### src/spi_pin_pkg.sv
// Constants, register layouts and types for the SPI pin and baud block.
// Assumes a 32-bit APB slave port and one 25 MHz bus clock.
package spi_pin_pkg;

	// APB widths
	localparam int ADDR_W = 8;
	localparam int DATA_W = 32;

	// Register indices; byte address is four times the index
	localparam logic [2:0] IDX_CTRL = 3'h0;
	localparam logic [2:0] IDX_PIN  = 3'h1;
	localparam logic [2:0] IDX_BAUD = 3'h2;
	localparam logic [2:0] IDX_STAT = 3'h3;
	localparam logic [2:0] IDX_DATA = 3'h5;

	// Writable bits and reset values
	localparam logic [7:0] CTRL_MASK  = 8'h52;
	localparam logic [7:0] PIN_MASK   = 8'h1B;
	localparam logic [7:0] BAUD_MASK  = 8'h77;
	localparam logic [7:0] CTRL_RESET = 8'h00;
	localparam logic [7:0] PIN_RESET  = 8'h00;
	localparam logic [7:0] BAUD_RESET = 8'h00;

	// Status bit positions
	localparam int STAT_DONE  = 7;
	localparam int STAT_FAULT = 4;
	localparam int STAT_BUSY  = 0;

	// Transfer framing
	localparam logic [3:0] LAST_EDGE  = 4'hF;
	localparam logic [3:0] LAST_BIT   = 4'h7;
	localparam int         HALF_W     = 11;
	localparam int         SAMPLE_LAG = 4;

	// Pin levels while nothing drives them; select idles high
	localparam logic [3:0] PIN_IDLE   = 4'h8;

	typedef struct packed {
		logic       rsv7;
		logic       enable;
		logic       rsv5;
		logic       master_select;
		logic [1:0] rsv3;
		logic       select_output_enable;
		logic       rsv0;
	} ctrl_s;

	typedef struct packed {
		logic [2:0] rsv7;
		logic       fault_detect_enable;
		logic       bidir_output_enable;
		logic       rsv2;
		logic       stop_in_wait;
		logic       bidir_pin_select;
	} pin_control_s;

	typedef struct packed {
		logic       rsv7;
		logic [2:0] baud_preselect;
		logic       rsv3;
		logic [2:0] baud_exponent;
	} baud_s;

	// Output half of a two-way pin
	typedef struct packed {
		logic level;
		logic oe_n;
	} pin_out_s;

	typedef enum logic {
		ST_IDLE  = 1'b0,
		ST_SHIFT = 1'b1
	} xfer_e;

endpackage

### src/spi_pin_baud.sv
// SPI pin configuration, baud generator and byte shifter with APB registers.
// Assumes APB master on pclk; pins pass through an external pad ring.
// Functional notes
// - Master with fault detect off ignores the slave-select pin.
// - Slave mode uses slave-select purely as an input.
// - Master aborts transfer on change of fault enable, pin select, baud.
// - Bidir mode: output enable gates MOSI as master, MISO as slave.
// - Master bidir: change of output enable aborts transfer.
// - Stop-in-wait set halts serial clock during wait mode.
// - Pin select 1 gives single-wire bidir, 0 normal two wires.
// - Master normal: MISO in, MOSI out.
// - Master bidir: MISO unused, MOSI input or input/output.
// - Slave normal: MISO out, MOSI in.
// - Slave bidir: MOSI unused, MISO input or input/output.
// - Baud preselect field sits in bits 6 to 4.
// - Baud exponent field sits in bits 2 to 0.
// - Divisor is (preselect+1) times two to the (exponent+1).
// - Master serial clock is bus clock over divisor.
// - Divisor spans 2 to 2048, every field value legal.
// - Both registers read and write anytime; reserved bits ignore writes.
// - Master with fault detect and select output off sets fault flag when select goes low.
// - Master with fault detect and select output drives select pin.
//
// The APB slave port and the register offsets are this design's own decisions.
`timescale 1ns/1ps

module spi_pin_baud (
	input  wire logic                         pclk,
	input  wire logic                         presetn,
	input  wire logic                         psel,
	input  wire logic                         penable,
	input  wire logic                         pwrite,
	input  wire logic [spi_pin_pkg::ADDR_W-1:0] paddr,
	input  wire logic [spi_pin_pkg::DATA_W-1:0] pwdata,
	output logic      [spi_pin_pkg::DATA_W-1:0] prdata,
	output logic                              pready,
	output logic                              pslverr,
	input  wire logic                         wait_mode,
	input  wire logic                         sck_in,
	output spi_pin_pkg::pin_out_s             sck_out,
	input  wire logic                         mosi_in,
	output spi_pin_pkg::pin_out_s             mosi_out,
	input  wire logic                         miso_in,
	output spi_pin_pkg::pin_out_s             miso_out,
	input  wire logic                         select_in,
	output spi_pin_pkg::pin_out_s             select_out
);
	import spi_pin_pkg::*;

	ctrl_s               ctrl;
	pin_control_s        pin_ctl;
	baud_s               baud;
	xfer_e               state;
	logic [2:0][3:0]     sync;
	logic [3:0]          settled;
	logic                sck_prev;
	logic [HALF_W-1:0]   div_cnt;
	logic [3:0]          edge_cnt;
	logic                sck_level;
	logic [7:0]          shifter;
	logic [7:0]          rx_data;
	logic                sample;
	logic                done_flag;
	logic                fault_flag;
	logic                fault_armed;
	logic [7:0]          rd_byte;
	logic [2:0]          idx;
	logic                mapped;
	logic                setup;
	logic                wr;
	logic                rd;
	logic [7:0]          wbyte;
	pin_control_s        new_pin;
	baud_s               new_baud;
	ctrl_s               new_ctrl;
	logic                master;
	logic                fault_evt;
	logic                cfg_abort;
	logic                abort;
	logic                halted;
	logic                start;
	logic                rx_bit;
	logic                sel_low;
	logic                slave_act;
	logic                sck_rise;
	logic                sck_fall;
	logic                mode_flip;
	logic                master_rise;
	logic                master_done;
	logic                slave_done;
	logic [SAMPLE_LAG-1:0] rise_dly;
	logic [7:0]          rx_shift;
	logic [3:0]          rx_cnt;

	// Half period in bus clocks: (pre+1) << exp
	function automatic logic [HALF_W-1:0] half_period(input baud_s b);
		logic [HALF_W-1:0] m;
		m = {8'h00, b.baud_preselect} + 11'h001;
		return m << b.baud_exponent;
	endfunction

	// A pin counts as changed once stages two and three agree
	function automatic logic [3:0] settle(input logic [3:0] s1,
		input logic [3:0] s2, input logic [3:0] prev);
		return (~(s1 ^ s2) & s2) | ((s1 ^ s2) & prev);
	endfunction

	// APB decode
	assign idx     = paddr[4:2];
	assign mapped  = (paddr[ADDR_W-1:5] == '0) && (paddr[1:0] == 2'h0)
		&& (idx <= IDX_STAT || idx == IDX_DATA);
	assign setup   = psel && !penable;
	assign wr      = psel && penable && pwrite && mapped;
	assign rd      = psel && penable && !pwrite && mapped;
	assign wbyte   = pwdata[7:0];
	assign pready  = psel && penable;
	assign pslverr = psel && penable && !mapped;

	// Proposed register contents, reserved bits forced to zero
	assign new_pin  = pin_control_s'(wbyte & PIN_MASK);
	assign new_baud = baud_s'(wbyte & BAUD_MASK);
	assign new_ctrl = ctrl_s'(wbyte & CTRL_MASK);

	// Mode and pin-derived terms
	assign master  = ctrl.enable && ctrl.master_select;
	assign sel_low = !settled[3];
	assign fault_evt = master && pin_ctl.fault_detect_enable
		&& !ctrl.select_output_enable && sel_low;
	assign halted  = pin_ctl.stop_in_wait && wait_mode;
	assign slave_act = ctrl.enable && !ctrl.master_select
		&& sel_low;
	assign sck_rise = settled[2] && !sck_prev;
	assign sck_fall = !settled[2] && sck_prev;
	assign start   = wr && idx == IDX_DATA && master && state == ST_IDLE
		&& rise_dly == '0;

	// Master strobes; a received bit lands after the pin latency
	assign master_rise = state == ST_SHIFT && ctrl.master_select
		&& !halted && div_cnt == '0 && !sck_level;
	assign master_done = ctrl.master_select && rise_dly[SAMPLE_LAG-1]
		&& rx_cnt == LAST_BIT;
	assign slave_done  = state == ST_SHIFT && !ctrl.master_select
		&& sck_fall && edge_cnt == LAST_BIT;

	// Settings whose change kills a master transfer
	always_comb begin
		cfg_abort = 1'b0;
		if (wr && master) begin
			unique case (idx)
				IDX_PIN: begin
					cfg_abort = new_pin.fault_detect_enable
						!= pin_ctl.fault_detect_enable
						|| new_pin.bidir_pin_select
						!= pin_ctl.bidir_pin_select;
					if (pin_ctl.bidir_pin_select
						&& new_pin.bidir_output_enable
						!= pin_ctl.bidir_output_enable) begin
						cfg_abort = 1'b1;
					end
				end
				IDX_BAUD: cfg_abort = new_baud != baud;
				IDX_CTRL: cfg_abort = new_ctrl != ctrl;
				default: cfg_abort = 1'b0;
			endcase
		end
	end
	// Swapping master and slave forces idle as well
	assign mode_flip = wr && idx == IDX_CTRL
		&& new_ctrl.master_select != ctrl.master_select;
	assign abort = cfg_abort || fault_evt || mode_flip;

	// Serial input pin follows mode and pin configuration
	always_comb begin
		if (ctrl.master_select) begin
			rx_bit = pin_ctl.bidir_pin_select
				? settled[1] : settled[0];
		end else begin
			rx_bit = pin_ctl.bidir_pin_select
				? settled[0] : settled[1];
		end
	end

	// Three-stage pin synchronisers: select, sck, mosi, miso
	always_ff @(posedge pclk or negedge presetn) begin
		if (!presetn) begin
			sync <= {3{PIN_IDLE}}; // No false select edge after reset
		end else begin
			sync <= {sync[1:0], {select_in, sck_in, mosi_in, miso_in}};
		end
	end

	// Settled pin levels; select idles high
	always_ff @(posedge pclk or negedge presetn) begin
		if (!presetn) begin
			settled  <= PIN_IDLE;
			sck_prev <= 1'b0;
		end else begin
			settled  <= settle(sync[1], sync[2], settled);
			sck_prev <= settled[2];
		end
	end

	// Control register; a mode fault drops back to slave
	always_ff @(posedge pclk or negedge presetn) begin
		if (!presetn) begin
			ctrl <= ctrl_s'(CTRL_RESET);
		end else if (fault_evt) begin
			ctrl.master_select <= 1'b0;
		end else if (wr && idx == IDX_CTRL) begin
			ctrl <= new_ctrl;
		end
	end

	// Pin control and baud registers, writable anytime
	always_ff @(posedge pclk or negedge presetn) begin
		if (!presetn) begin
			pin_ctl <= pin_control_s'(PIN_RESET);
			baud    <= baud_s'(BAUD_RESET);
		end else if (wr) begin
			if (idx == IDX_PIN) begin
				pin_ctl <= new_pin;
			end
			if (idx == IDX_BAUD) begin
				baud <= new_baud;
			end
		end
	end

	// Fault flag: status read arms, control write clears, set wins
	always_ff @(posedge pclk or negedge presetn) begin
		if (!presetn) begin
			fault_flag  <= 1'b0;
			fault_armed <= 1'b0;
		end else begin
			if (rd && idx == IDX_STAT && fault_flag) begin
				fault_armed <= 1'b1;
			end else if (wr && idx == IDX_CTRL) begin
				fault_armed <= 1'b0;
			end
			if (fault_evt) begin
				fault_flag <= 1'b1;
			end else if (wr && idx == IDX_CTRL && fault_armed) begin
				fault_flag <= 1'b0;
			end
		end
	end

	// Transfer state: master runs on its own clock, slave on select
	always_ff @(posedge pclk or negedge presetn) begin
		if (!presetn) begin
			state <= ST_IDLE;
		end else if (abort || !ctrl.enable) begin
			state <= ST_IDLE;
		end else if (ctrl.master_select) begin
			if (start) begin
				state <= ST_SHIFT;
			end else if (state == ST_SHIFT && !halted && div_cnt == '0
				&& edge_cnt == LAST_EDGE) begin
				state <= ST_IDLE;
			end
		end else begin
			state <= slave_act ? ST_SHIFT : ST_IDLE;
		end
	end

	// Baud counter and master serial clock level
	always_ff @(posedge pclk or negedge presetn) begin
		if (!presetn) begin
			div_cnt   <= '0;
			sck_level <= 1'b0;
		end else if (abort || start || state == ST_IDLE) begin
			div_cnt   <= half_period(baud) - 11'h001;
			sck_level <= 1'b0;
		end else if (ctrl.master_select && !halted) begin
			if (div_cnt == '0) begin
				div_cnt   <= half_period(baud) - 11'h001;
				sck_level <= !sck_level;
			end else begin
				div_cnt <= div_cnt - 11'h001;
			end
		end
	end

	// Shifter: master shifts out on falls, slave samples on rises
	always_ff @(posedge pclk or negedge presetn) begin
		if (!presetn) begin
			shifter  <= '0;
			sample   <= 1'b0;
			edge_cnt <= '0;
		end else if (abort || state == ST_IDLE) begin
			edge_cnt <= '0;
			if (wr && idx == IDX_DATA) begin
				shifter <= wbyte;
			end
		end else if (ctrl.master_select) begin
			if (!halted && div_cnt == '0) begin
				edge_cnt <= edge_cnt + 4'h1;
				if (sck_level) begin
					shifter <= {shifter[6:0], 1'b0};
				end
			end
		end else if (sck_rise) begin
			sample <= rx_bit;
		end else if (sck_fall) begin
			shifter  <= {shifter[6:0], sample};
			edge_cnt <= (edge_cnt == LAST_BIT) ? 4'h0
				: edge_cnt + 4'h1;
		end
	end

	// Rising-edge strobes delayed by the synchroniser latency, so that
	// the bit seen at the pin at each rise is caught even at divide-by-two
	always_ff @(posedge pclk or negedge presetn) begin
		if (!presetn) begin
			rise_dly <= '0;
		end else if (abort || !ctrl.enable) begin
			rise_dly <= '0;
		end else begin
			rise_dly <= {rise_dly[SAMPLE_LAG-2:0], master_rise};
		end
	end

	// Master receive register and bit count
	always_ff @(posedge pclk or negedge presetn) begin
		if (!presetn) begin
			rx_shift <= '0;
			rx_cnt   <= '0;
		end else if (start) begin
			rx_cnt <= '0;
		end else if (rise_dly[SAMPLE_LAG-1]) begin
			rx_shift <= {rx_shift[6:0], rx_bit};
			rx_cnt   <= rx_cnt + 4'h1;
		end
	end

	// Received byte and completion flag; completion beats a read clear
	always_ff @(posedge pclk or negedge presetn) begin
		if (!presetn) begin
			rx_data   <= '0;
			done_flag <= 1'b0;
		end else if (!abort && master_done) begin
			rx_data   <= {rx_shift[6:0], rx_bit};
			done_flag <= 1'b1;
		end else if (!abort && slave_done) begin
			rx_data   <= {shifter[6:0], sample};
			done_flag <= 1'b1;
		end else if (rd && idx == IDX_DATA) begin
			done_flag <= 1'b0;
		end
	end

	// Read multiplexer
	always_comb begin
		rd_byte = 8'h00;
		unique case (idx)
			IDX_CTRL: rd_byte = ctrl;
			IDX_PIN:  rd_byte = pin_ctl;
			IDX_BAUD: rd_byte = baud;
			IDX_STAT: begin
				rd_byte[STAT_DONE]  = done_flag;
				rd_byte[STAT_FAULT] = fault_flag;
				rd_byte[STAT_BUSY]  = state == ST_SHIFT
					|| rise_dly != '0;
			end
			IDX_DATA: rd_byte = rx_data;
			default:  rd_byte = 8'h00;
		endcase
	end

	// Read data captured in the setup cycle
	always_ff @(posedge pclk or negedge presetn) begin
		if (!presetn) begin
			prdata <= '0;
		end else if (setup && !pwrite) begin
			prdata <= mapped ? {24'h000000, rd_byte} : '0;
		end
	end

	// Serial clock pin: driven only by an enabled master
	assign sck_out.level = sck_level;
	assign sck_out.oe_n  = !master;

	// MOSI: master output unless bidir with buffer off
	assign mosi_out.level = shifter[7];
	assign mosi_out.oe_n  = !(master && (!pin_ctl.bidir_pin_select
		|| pin_ctl.bidir_output_enable));

	// MISO: selected slave output unless bidir with buffer off
	assign miso_out.level = shifter[7];
	assign miso_out.oe_n  = !(slave_act && (!pin_ctl.bidir_pin_select
		|| pin_ctl.bidir_output_enable));

	// Select pin: low during a master transfer when configured as output
	assign select_out.level = state != ST_SHIFT;
	assign select_out.oe_n  = !(master && pin_ctl.fault_detect_enable
		&& ctrl.select_output_enable);

endmodule

### config.mk
export PLATFORM = sky130hd
export DESIGN_NAME = spi_pin_baud
export DESIGN_NICKNAME = d
export VERILOG_FILES = /design/src/spi_pin_pkg.sv /design/src/spi_pin_baud.sv
export SDC_FILE = /design/constraint.sdc
export NUM_CORES = 1
export LEC_CHECK = 0
export ABC_CLOCK_PERIOD_IN_PS = 4100
export BUFFER_PORTS_ARGS = -buffer_cell sky130_fd_sc_hd__clkbuf_2
export CORE_MARGIN = 2
export CORE_UTILIZATION = 35
export DETAILED_ROUTE_END_ITERATION = 8
export GPL_ROUTABILITY_DRIVEN = 1
export PLACE_DENSITY = 0.51
export SYNTH_ARGS = -nofsm -noshare
export SYNTH_HDL_FRONTEND = slang
export SYNTH_SLANG_ARGS = --single-unit
export TNS_END_PERCENT = 50
### constraint.sdc
create_clock -name pclk -period 4.1 [get_ports pclk]
set_input_delay 0.41 -clock pclk [delete_from_list [all_inputs] [get_ports pclk]]
set_output_delay 0.41 -clock pclk [all_outputs]
set_load 0.02 [all_outputs]
Yosys cells after proc, flatten, opt, wreduce, memory -nomap -nowiden

Cells that the tools add are included.

Flip-flop bits (word level): 114
Input bits: 50
Output and inout port bits: 42
Logic and storage cells: 213

Add/sub/neg operators: 5
Magnitude comparators: 1
Eq/ne operators: 18
Shift-type cells: 1
Multiplexer cells: 50
Bitwise gates (word level): 10
Reductions and logical operators: 100

Operator list:

| kind                                                                     | number |
|---|---|
| 8-bit 2-to-1 mux                                                         | 10 |
| 1-bit logical AND                                                        | 50 |
| 4-bit 2-to-1 mux                                                         | 9 |
| 11-bit 2-to-1 mux                                                        | 3 |
| 11-bit by 1-bit subtractor with 11-bit output (second input constant)    | 2 |
| 1-bit 2-to-1 mux                                                         | 21 |
| 1-bit zero test                                                          | 17 |
| 2-bit nonzero test                                                       | 7 |
| 3-bit one-hot mux with 4 select lines                                    | 1 |
| 11-bit zero test                                                         | 1 |
| 4-bit by 3-bit << shifter with 11-bit output                             | 1 |
| 1-bit logical OR                                                         | 10 |
| 2-bit AND reduction                                                      | 5 |
| 4-bit by 1-bit adder with 4-bit output (second input constant)           | 2 |
| 4-bit AND                                                                | 2 |
| 4-bit by 3-bit == test with 1-bit output (second input constant)         | 2 |
| 3-bit by 2-bit == test with 1-bit output (second input constant)         | 2 |
| 3-bit zero test                                                          | 2 |
| 3-bit by 1-bit inequality test with 1-bit output (second input constant) | 2 |
| 6-bit inequality test                                                    | 1 |
| 2-bit one-hot mux with 3 select lines                                    | 1 |
| 3-bit AND reduction                                                      | 2 |
| 3-bit nonzero test                                                       | 2 |
| 5-bit 2-to-1 mux                                                         | 1 |
| other kinds (22)                                                         | 29 |

Longest topological paths before layout

Gate-level depths: netlist of the first run.

Word-level depth: 12
Gate-level depth with buffers: 10
Gate-level depth less buffers: 9

Worst setup path before layout of the first run

Ideal clock, no wire load.

Kind: input to register
From: input paddr[5] in the netlist's numbering
To: register rise_dly[1]
Library setup time: 0.120 ns
Arrival time: 2.498 ns
Required time: 3.980 ns
Setup slack: 1.482 ns
Cell stages on the path: 8
Buffers on the path: 2
Cell sequence: or4_4 or4b_4 buf_6 a2111oi_4 o21ai_2 and2_4 buf_6 and3_1

Word-level cells in the longest chain between the ends: 10
Elaborated cells between the ends (all ways): 12
Classes of those cells: mux (2); reduce/logical (10)

RTL lines:

| item                 | line                | source |
|---|---|---|
| start, declared      | spi_pin_baud.sv:33  | `input wire logic [spi_pin_pkg::ADDR_W-1:0] paddr,` |
| 3-bit zero test *    | spi_pin_baud.sv:110 | `assign mapped = (paddr[ADDR_W-1:5] == '0) && (paddr[1:0] == 2'h0)` |
| 1-bit logical AND *  | spi_pin_baud.sv:110 |  |
| 1-bit logical AND *  | spi_pin_baud.sv:111 | `&& (idx <= IDX_STAT \|\| idx == IDX_DATA);` |
| 1-bit logical AND *  | spi_pin_baud.sv:113 | `assign wr = psel && penable && pwrite && mapped;` |
| 1-bit logical AND    | spi_pin_baud.sv:148 | `if (wr && master) begin` |
| 1-bit 2-to-1 mux     | spi_pin_baud.sv:148 |  |
| 1-bit logical OR     | spi_pin_baud.sv:170 | `assign abort = cfg_abort \|\| fault_evt \|\| mode_flip;` |
| 1-bit logical OR *   | spi_pin_baud.sv:170 |  |
| 1-bit logical OR *   | spi_pin_baud.sv:316 | `end else if (abort \|\| !ctrl.enable) begin` |
| 4-bit 2-to-1 mux *   | spi_pin_baud.sv:316 |  |
| end signal, assigned | spi_pin_baud.sv:319 | `rise_dly <= {rise_dly[SAMPLE_LAG-2:0], master_rise};` |
| end, declared        | spi_pin_baud.sv:91  | `logic [SAMPLE_LAG-1:0] rise_dly;` |

Every way passes the cells marked *; elsewhere a longest branch is shown, timed or not.
A chain may end at the register's enable or synchronous reset.

Worst setup path after layout of the first run

From: register baud[4] in the netlist's numbering
To: register div_cnt[10]

Word-level cells in the longest chain between the ends: 8
Elaborated cells between the ends (all ways): 14
Classes of those cells: add/sub (2); eq/ne (1); shift (1); mux (5); reduce/logical (5)

RTL lines:

| item                                                                                                  | line                | source |
|---|---|---|
| start, declared                                                                                       | spi_pin_baud.sv:52  | `baud_s baud;` |
| start signal, assigned                                                                                | spi_pin_baud.sv:218 | `baud <= baud_s'(BAUD_RESET);` |
| start signal, assigned                                                                                | spi_pin_baud.sv:224 | `baud <= new_baud;` |
| parallel branches: the longest is 8 deep, another holds 11-bit by 1-bit subtractor with 11-bit output | -                   |  |
| end signal, assigned                                                                                  | spi_pin_baud.sv:272 | `div_cnt <= half_period(baud) - 11'h001;` |
| end signal, assigned                                                                                  | spi_pin_baud.sv:276 | `div_cnt <= half_period(baud) - 11'h001;` |
| end signal, assigned                                                                                  | spi_pin_baud.sv:279 | `div_cnt <= div_cnt - 11'h001;` |
| end, declared                                                                                         | spi_pin_baud.sv:57  | `logic [HALF_W-1:0] div_cnt;` |

Several ways; the timed one is not identified. The select of a mux whose other input is x is not followed.

==> summary.txt, run 1 <==
Outcome
  • Status: finished clean

Critical path
  • Worst path required time: 4.31 ns
  • Startpoint Class: flop
  • Critical Path Sink Type: flop
  • Critical path's slowest cell: o311ai_0
  • Worst Path Arrival: 3.07 ns
  • CP max stage delay: 0.74 ns
  • Reg2Reg Depth: 7
  • Kind of cell adding the most delay to the critical path: compound AO/OA/AOI/OAI gates
  • Critical Path Fanout Max: 12
  • R2R setup slack: 1.24 ns
  • Worst path bufs/invs: 0
  • Critical setup path kind: flop to flop
  • RR Startpoint: baud[4]
  • Worst R2R End: div_cnt[10]
  • Worst path cell trace: ha_1 -> xor2_1 -> o311ai_0 -> o221a_2 -> nand3_1 -> o21ai_0 -> o211ai_2

Global route
  • Grt total ovfl: 0
  • Initial antenna violation count: 0
  • Number of global-route vias before repair: 3824
  • Largest net degree at the start of global routing: 57
  • First-pass GRT wire length: 20.6 mm
  • Overall routing resource usage: 16.3%

Layout
  • Area growth syn-to-layout: 9.45%
  • N_diodes: 0
  • Commonest non-fill, non-tap cell in the layout: dfrtp_1
  • Fin nets: 603
  • Register area: around 2300 um^2
  • Commonest non-fill, non-tap cells in the layout: 86 x dfrtp_1, 47 x nand2_1, 42 x clkbuf_2
  • Area used by multi-input combinational logic: 2640 um^2
  • Final instance area: 5710 um^2
  • Proportion of layout cells with a drive suffix above 1: between 20% and 30%
  • # fillers: 1479

Placement
  • Gp weighted congestion: between 0.8 and 0.9
  • Area post-placement: roughly 5400 um^2
  • Post-DP HPWL: 9.39 mm
  • IO Port Bufs: 43

Synth
  • Post-synth EDFFs: 0
  • Unique masters post-synth: 79
  • Cell taking the most area after synthesis: dfrtp_1
  • Avg Cell Area, Syn: 10.0 um^2
  • Main synth FF type: dfrtp_1
  • Area fraction of the dominant cell type after synthesis: 41.2%
  • Cells after Synth: 520
  • Ys async rst share: 100%
  • Synth top area cells: dfrtp_1 41%, buf_4 4.0%, nand2_1 3.4%
  • Post-Syn Area: between 5000 and 6000 um^2
  • FF+latch count, synth: 90
  • YS warnings: 0
  • Seq/Total Area, Yosys: a little over two fifths

Floorplanning
  • Starting Density: 35.9%
  • # IOs: 92
  • Core ar.: 14500 um^2
  • Die Height: 126 um
  • DIE WIDTH: between 100 and 150 um
  • Core Rows: 44
  • Die area: ~16000 um^2

STA
  • Slew Limit Fails: 0
  • Setup total negative slack: 0 ns
  • Worst Clk Skew: around 0.005 ns
  • Max Clk Rate: 350 MHz
  • Final Hold Vio Count: 0
  • Fin crit share: 69.8%
  • Measured slew at the worst slew-check pin: approximately 0.76 ns
  • # setup viols final: 0
  • Period minus WS final: 2.86 ns
  • Setup repair after global routing missed its margin: no
  • Worst relative slew slack: around 50%

Route
  • DR pass1 iterations: 4
  • Top layer in use: met4
  • Met3 WL: 500 um
  • DR iter-0 viols: 225
  • DRC Markers: 0
  • Vias: 3987
  • Metal-1 WL: 6.23 mm
  • Wire length per cell: 17.1 um
  • Post-DRT Antenna Nets: 0
  • Via density: 5.41
  • WL met2: 5.72 mm
  • Total Wirelength: 12.6 mm

Clocking
  • Post-CTS Resized: 0
  • CTS tree: done
  • Total CTS buffers: 9
  • Hold_buf cts: 0
  • Post-CTS Setup Inserts: 0
  • Clk buf depth: 2
  • Clk root buf: clkbuf_16
  • Clock sink total: 90
  • Skew-Pair Late Insertion Delay: 0.34 ns
  • H-Tree Depth: 3
  • Clk slew on worst S/H paths: 0.06 ns

Power and ir drop
  • Peak VDD IR: roughly 0.00018 V
  • PwrDens: 344 nW/um^2
  • LEAKAGE: around 2.5 nW

Hold path
  • Worst hold path type: input port to async pin

Flow run
  • Max-cap violation count: 0
[stage by stage]
| step | setup slack, ns | std cells | power, mW | utilization, % | hold WS, ns |
|---|---|---|---|---|---|
| detailed placement | 1.14 | 721 | 1.14 | 37.2 | 0.336 |
| CTS | 1.29 | 737 | 1.99 | 39.3 | 0.132 |
| global placement | 1.16 | 721 | 1.13 | 37.2 | 0.335 |
| global route | 1.08 | 737 | 2.06 | 39.3 | 0.134 |
| finish | 1.24 | 737 | 1.97 | 39.3 | 0.108 |
| floorplan | 1.48 | 543 | 1.09 | - | 0.114 |
[final cells by class]
type / instances / share of cell area (%)
Tap cell: 184 / 4.03
Clock buffer: 10 / 4.18
Clock inverter: 6 / 1.14
Timing Repair Buffer: 46 / 4.21
Multi-Input combinational cell: 390 / 46.2
Sequential cell: 90 / 39.5
Inverter: 11 / 0.723
[how the worst max path moves through the flow]
stage / start / end / slack, ns / cells past startpoint
after floorplan: paddr[5] / rise_dly[1] / 1.48 / 8
after global placement: paddr[5] / div_cnt[3] / 1.16 / 7
after detailed placement: paddr[5] / done_flag / 1.14 / 7
after CTS: baud[4] / div_cnt[10] / 1.29 / 7
after global routing: baud[4] / div_cnt[10] / 1.08 / 7
final: baud[4] / div_cnt[10] / 1.24 / 7
[per-layer routing]
| metal | vias to the layer above | track usage, % |
|---|---|---|
| met5 | - | 0 |
| met4 | 0 | 4.72 |
| met3 | 14 | 3.70 |
| met2 | 89 | 25.0 |
| met1 | 1957 | 23.1 |
| li1 | 1927 | - |
[synthesized netlist by cell type, drive strengths merged, types with 5 or more instances]
| cell | number |
|---|---|
| nand4 | 10 |
| mux2i | 11 |
| buf | 36 |
| a21oi | 11 |
| o211ai | 5 |
| or2 | 5 |
| nand2 | 47 |
| nor2 | 29 |
| a22oi | 6 |
| xor2 | 13 |
| clkbuf | 16 |
| o21ai | 26 |
| a2bb2oi | 9 |
| xnor2 | 12 |
| dfrtp | 86 |
| inv | 11 |
| nor4 | 7 |
| o221a | 9 |
| nand2b | 11 |
| o22ai | 12 |
| mux2 | 14 |
| a31oi | 5 |
| nor3 | 18 |
| ha | 5 |
| nand3 | 17 |
| or3 | 14 |
| and3 | 5 |
[sequential cells by signal, indices dropped and copies added (netlist names), 3 cells and up, named ones only]
name      cells
baud          6
ctrl          3
div_cnt      11
edge_cnt      4
pin_ctl       4
prdata        8
rise_dly      4
rx_cnt        4
rx_data       8
rx_shift      7
shifter       8
sync         12
[power by group]
part	leakage [nW]	internal (mW)	total (mW)	switching (mW)
sequential	1.13	0.918	0.950	0.0318
combinational	1.18	0.0617	0.169	0.107
clock	0.149	0.490	0.849	0.359
[logic make-up (layout without fill, tap and decap cells)]
family	Yosys count	count (layout)	share of synthesized area, %
flops	90	90	43.3
mux	26	26	5.56
simple gates	186	186	19.3
other cells	1	24	0.0719
xor+xnor	25	25	4.20
buf+inv	63	73	7.84
compound gates	120	120	17.8
fa+ha+maj	9	9	1.97
Note: power is estimated with default switching activity, not from simulation.
==> run 2, diff against run 1 <==
ABC_CLOCK_PERIOD_IN_PS = 2550   (was 4100)
PLACE_DENSITY = 0.53   (was 0.51)
clock period = 2.55 ns   (was 4.1 ns; I/O delays follow)
==> summary.txt, run 2 (synthesis gave the netlist of run 1 again) <==
Power and ir drop
  • Clock power frac: 41.0% (-2.1 points)
  • Peak VDD IR: 0.000327 V (+80%)
  • Sw frac: 26.1% (+0.81 points)
  • Sw Pwr: 806 uW (+62%)
  • Internal: 2.28 mW (+55%)
  • Comb power frac: 9.7% (+1.1 points)
  • PwrDens: 517 nW/um^2 (+50%)
  • LEAKAGE: 2.61 nW (+6.1%)
  • Sequential power share: 49.3% (+1.0 points)

Critical path
  • CP max stage delay: 0.64 ns (-0.10 ns)
  • Critical Path Sink Type: flop
  • Worst path required time: 2.74 ns (-1.57 ns)
  • Worst Path Arrival: 2.62 ns (-0.45 ns)
  • Critical path's slowest cell: nor3_1
  • Critical Path Fanout Max: 7 (-5)
  • Worst path cell trace: buf_4 -> xnor2_1 -> nand4_1 -> o31a_2 -> o21a_4 -> nor3_1 -> o21ai_0
  • Critical setup path kind: flop to flop
  • Startpoint Class: flop

Placement
  • Post-DP HPWL: 10.1 mm (+7.3%)
  • Area post-placement: 5660 um^2 (+4.7%)
  • Gp weighted congestion: 0.798 (-2.9%)
  • IO Port Bufs: 43 (unchanged)

Floorplanning
  • Core Rows: 44 (unchanged)
  • Starting Density: 35.9% (unchanged)
  • # IOs: 92 (unchanged)
  • DIE WIDTH: 126 um (unchanged)
  • Die area: 15900 um^2 (unchanged)
  • Die Height: 126 um (unchanged)
  • Core ar.: 14500 um^2 (unchanged)

Global route
  • Largest net degree at the start of global routing: 48 (-16%)
  • Grt total ovfl: 0 (unchanged)
  • Number of global-route vias before repair: 4037 (+5.6%)
  • Initial antenna violation count: 0 (unchanged)
  • Overall routing resource usage: 17.3% (+0.99 points)
  • First-pass GRT wire length: 21.7 mm (+5.5%)

STA
  • Period minus WS final: 2.43 ns (-0.432 ns)
  • Max Clk Rate: 412 MHz (+18%)
  • Setup total negative slack: 0 ns (unchanged)
  • Measured slew at the worst slew-check pin: 0.753 ns (-0.00688 ns)
  • Final Hold Vio Count: 0 (unchanged)
  • Slew Limit Fails: 0 (unchanged)
  • Worst relative slew slack: 49.4% (+0.72 points)
  • # setup viols final: 0 (unchanged)
  • Setup repair after global routing missed its margin: no
  • Final hold slack: 0.0132 ns (-0.0944 ns)
  • Worst Clk Skew: 0.00778 ns (+0.00268 ns)
  • Fin crit share: 95.3% (+25 points)

Layout
  • Commonest non-fill, non-tap cells in the layout: 86 x dfrtp_1, 47 x nand2_1, 42 x clkbuf_2
  • Post-Route Utilization: 41.1% (+1.8 points)
  • Proportion of layout cells with a drive suffix above 1: 25.3% (+4.2 points)
  • Number of flip-flops in the largest register: 12 (unchanged)
  • Biggest regs: sync (12), div_cnt (11)
  • N_diodes: 0 (unchanged)
  • Fin nets: 638 (+5.8%)
  • Final instance area: 5980 um^2 (+4.6%)
  • # fillers: 1422 (-3.9%)
  • Commonest non-fill, non-tap cell in the layout: dfrtp_1
  • Area growth syn-to-layout: 14.5%
  • Area used by multi-input combinational logic: 2650 um^2 (+0.24%)
  • Register area: 2260 um^2 (unchanged)
  • Most flop-heavy register: sync

Clocking
  • Total CTS buffers: 9 (unchanged)
  • Clk root buf: clkbuf_16
  • CTS tree: done
  • H-Tree Depth: 3 (unchanged)
  • Skew-Pair Late Insertion Delay: 0.35 ns (about the same)
  • Clock sink total: 90 (unchanged)
  • Clk slew on worst S/H paths: 0.07 ns (about the same)
  • Clk buf depth: 2 (unchanged)

Route
  • Total Wirelength: 13.3 mm (+5.1%)
  • DR pass1 iterations: 5 (+1)
  • Via density: 5.40 (-0.10%)
  • Vias: 4172 (+4.6%)
  • DRC Markers: 0 (unchanged)
  • Wire length per cell: 17.2 um (+0.31%)
  • Post-DRT Antenna Nets: 0 (unchanged)
  • DR iter-0 viols: 346 (+54%)

Flow run
  • Max-cap violation count: 0 (unchanged)

Outcome
  • Status: finished clean

Hold path
  • Worst hold path type: input port to flop
-- run 2: final cells by class --
class                           instances  area share (%)
Multi-Input combinational cell        390            44.3
Inverter                               11           0.691
Sequential cell                        90            37.8
Tap cell                              184            3.85
Timing Repair Buffer                   81            8.75
Clock buffer                           11            4.06
Clock inverter                          5           0.628
-- run 2: per-stage QoR --
| step | power [mW] | instances | worst slack, ns |
|---|---|---|---|
| after CTS | 3.13 | 772 | 0.0585 |
| after floorplan | 1.76 | 543 | 0.0874 |
| final | 3.09 | 772 | 0.121 |
| after global routing | 3.22 | 772 | 0.00949 |
| after detailed placement | 1.85 | 753 | -0.112 |
| after global placement | 1.84 | 753 | -0.0561 |
-- run 2: worst paths after layout --
| check | from | to | slack [ns] | cells after the start |
|---|---|---|---|---|
| worst max-delay path | baud[5] | div_cnt[5] | 0.12 | 7 |
| worst min-delay path | mosi_in | sync[1] | 0.01 | 1 |
| worst max register to register | baud[5] | div_cnt[5] | 0.12 | 7 |
| worst min register to register | sync[0] | sync[4] | 0.35 | 0 |
| max in group asynchronous | presetn | pin_ctl[4] | 1.48 | 3 |
| min in group asynchronous | presetn | rx_shift[6] | 0.45 | 2 |
-- run 2: power by group through the flow --
stage	sequential, mW	combinational (mW)	clock, mW
6_report	1.52	0.299	1.27
4_1_cts	1.52	0.302	1.31
5_1_grt	1.53	0.332	1.36
3_3_place_gp	1.55	0.291	0
2_1_floorplan	1.53	0.224	0
3_5_place_dp	1.55	0.298	0
-- run 2: routing by layer --
metal | wire length [um] | share of wire (%) | vias to the layer above | GRT usage [%]
li1 | - | - | 1995 | -
met1 | 6380 | 48 | 2054 | 24.0
met2 | 6000 | 45 | 101 | 26.4
met3 | 523 | 3.9 | 22 | 3.78
met4 | 365 | 2.8 | 0 | 6.59
met5 | 0 | 0 | - | 0
-- run 2: worst max-delay path: cells and delay by family, from the launching register on --
family / cells / cell delay [ns]
xor gates and xnor gates: 1 / 0.17
buffers and inverters: 1 / 0.17
DFF: 1 / 0.40
AOI/OAI and AO/OA: 3 / 0.77
and+or+nand+nor: 2 / 0.75
-- run 2: repair_timing --
| action | CTS | global route |
|---|---|---|
| gates resized for setup | 0 | 2 |
| setup buffers | 0 | 0 |
| endpoints found under the hold margin | 43 | 0 |
| setup endpoints to repair | 0 | 12 |
| hold buffers | 3 | 0 |
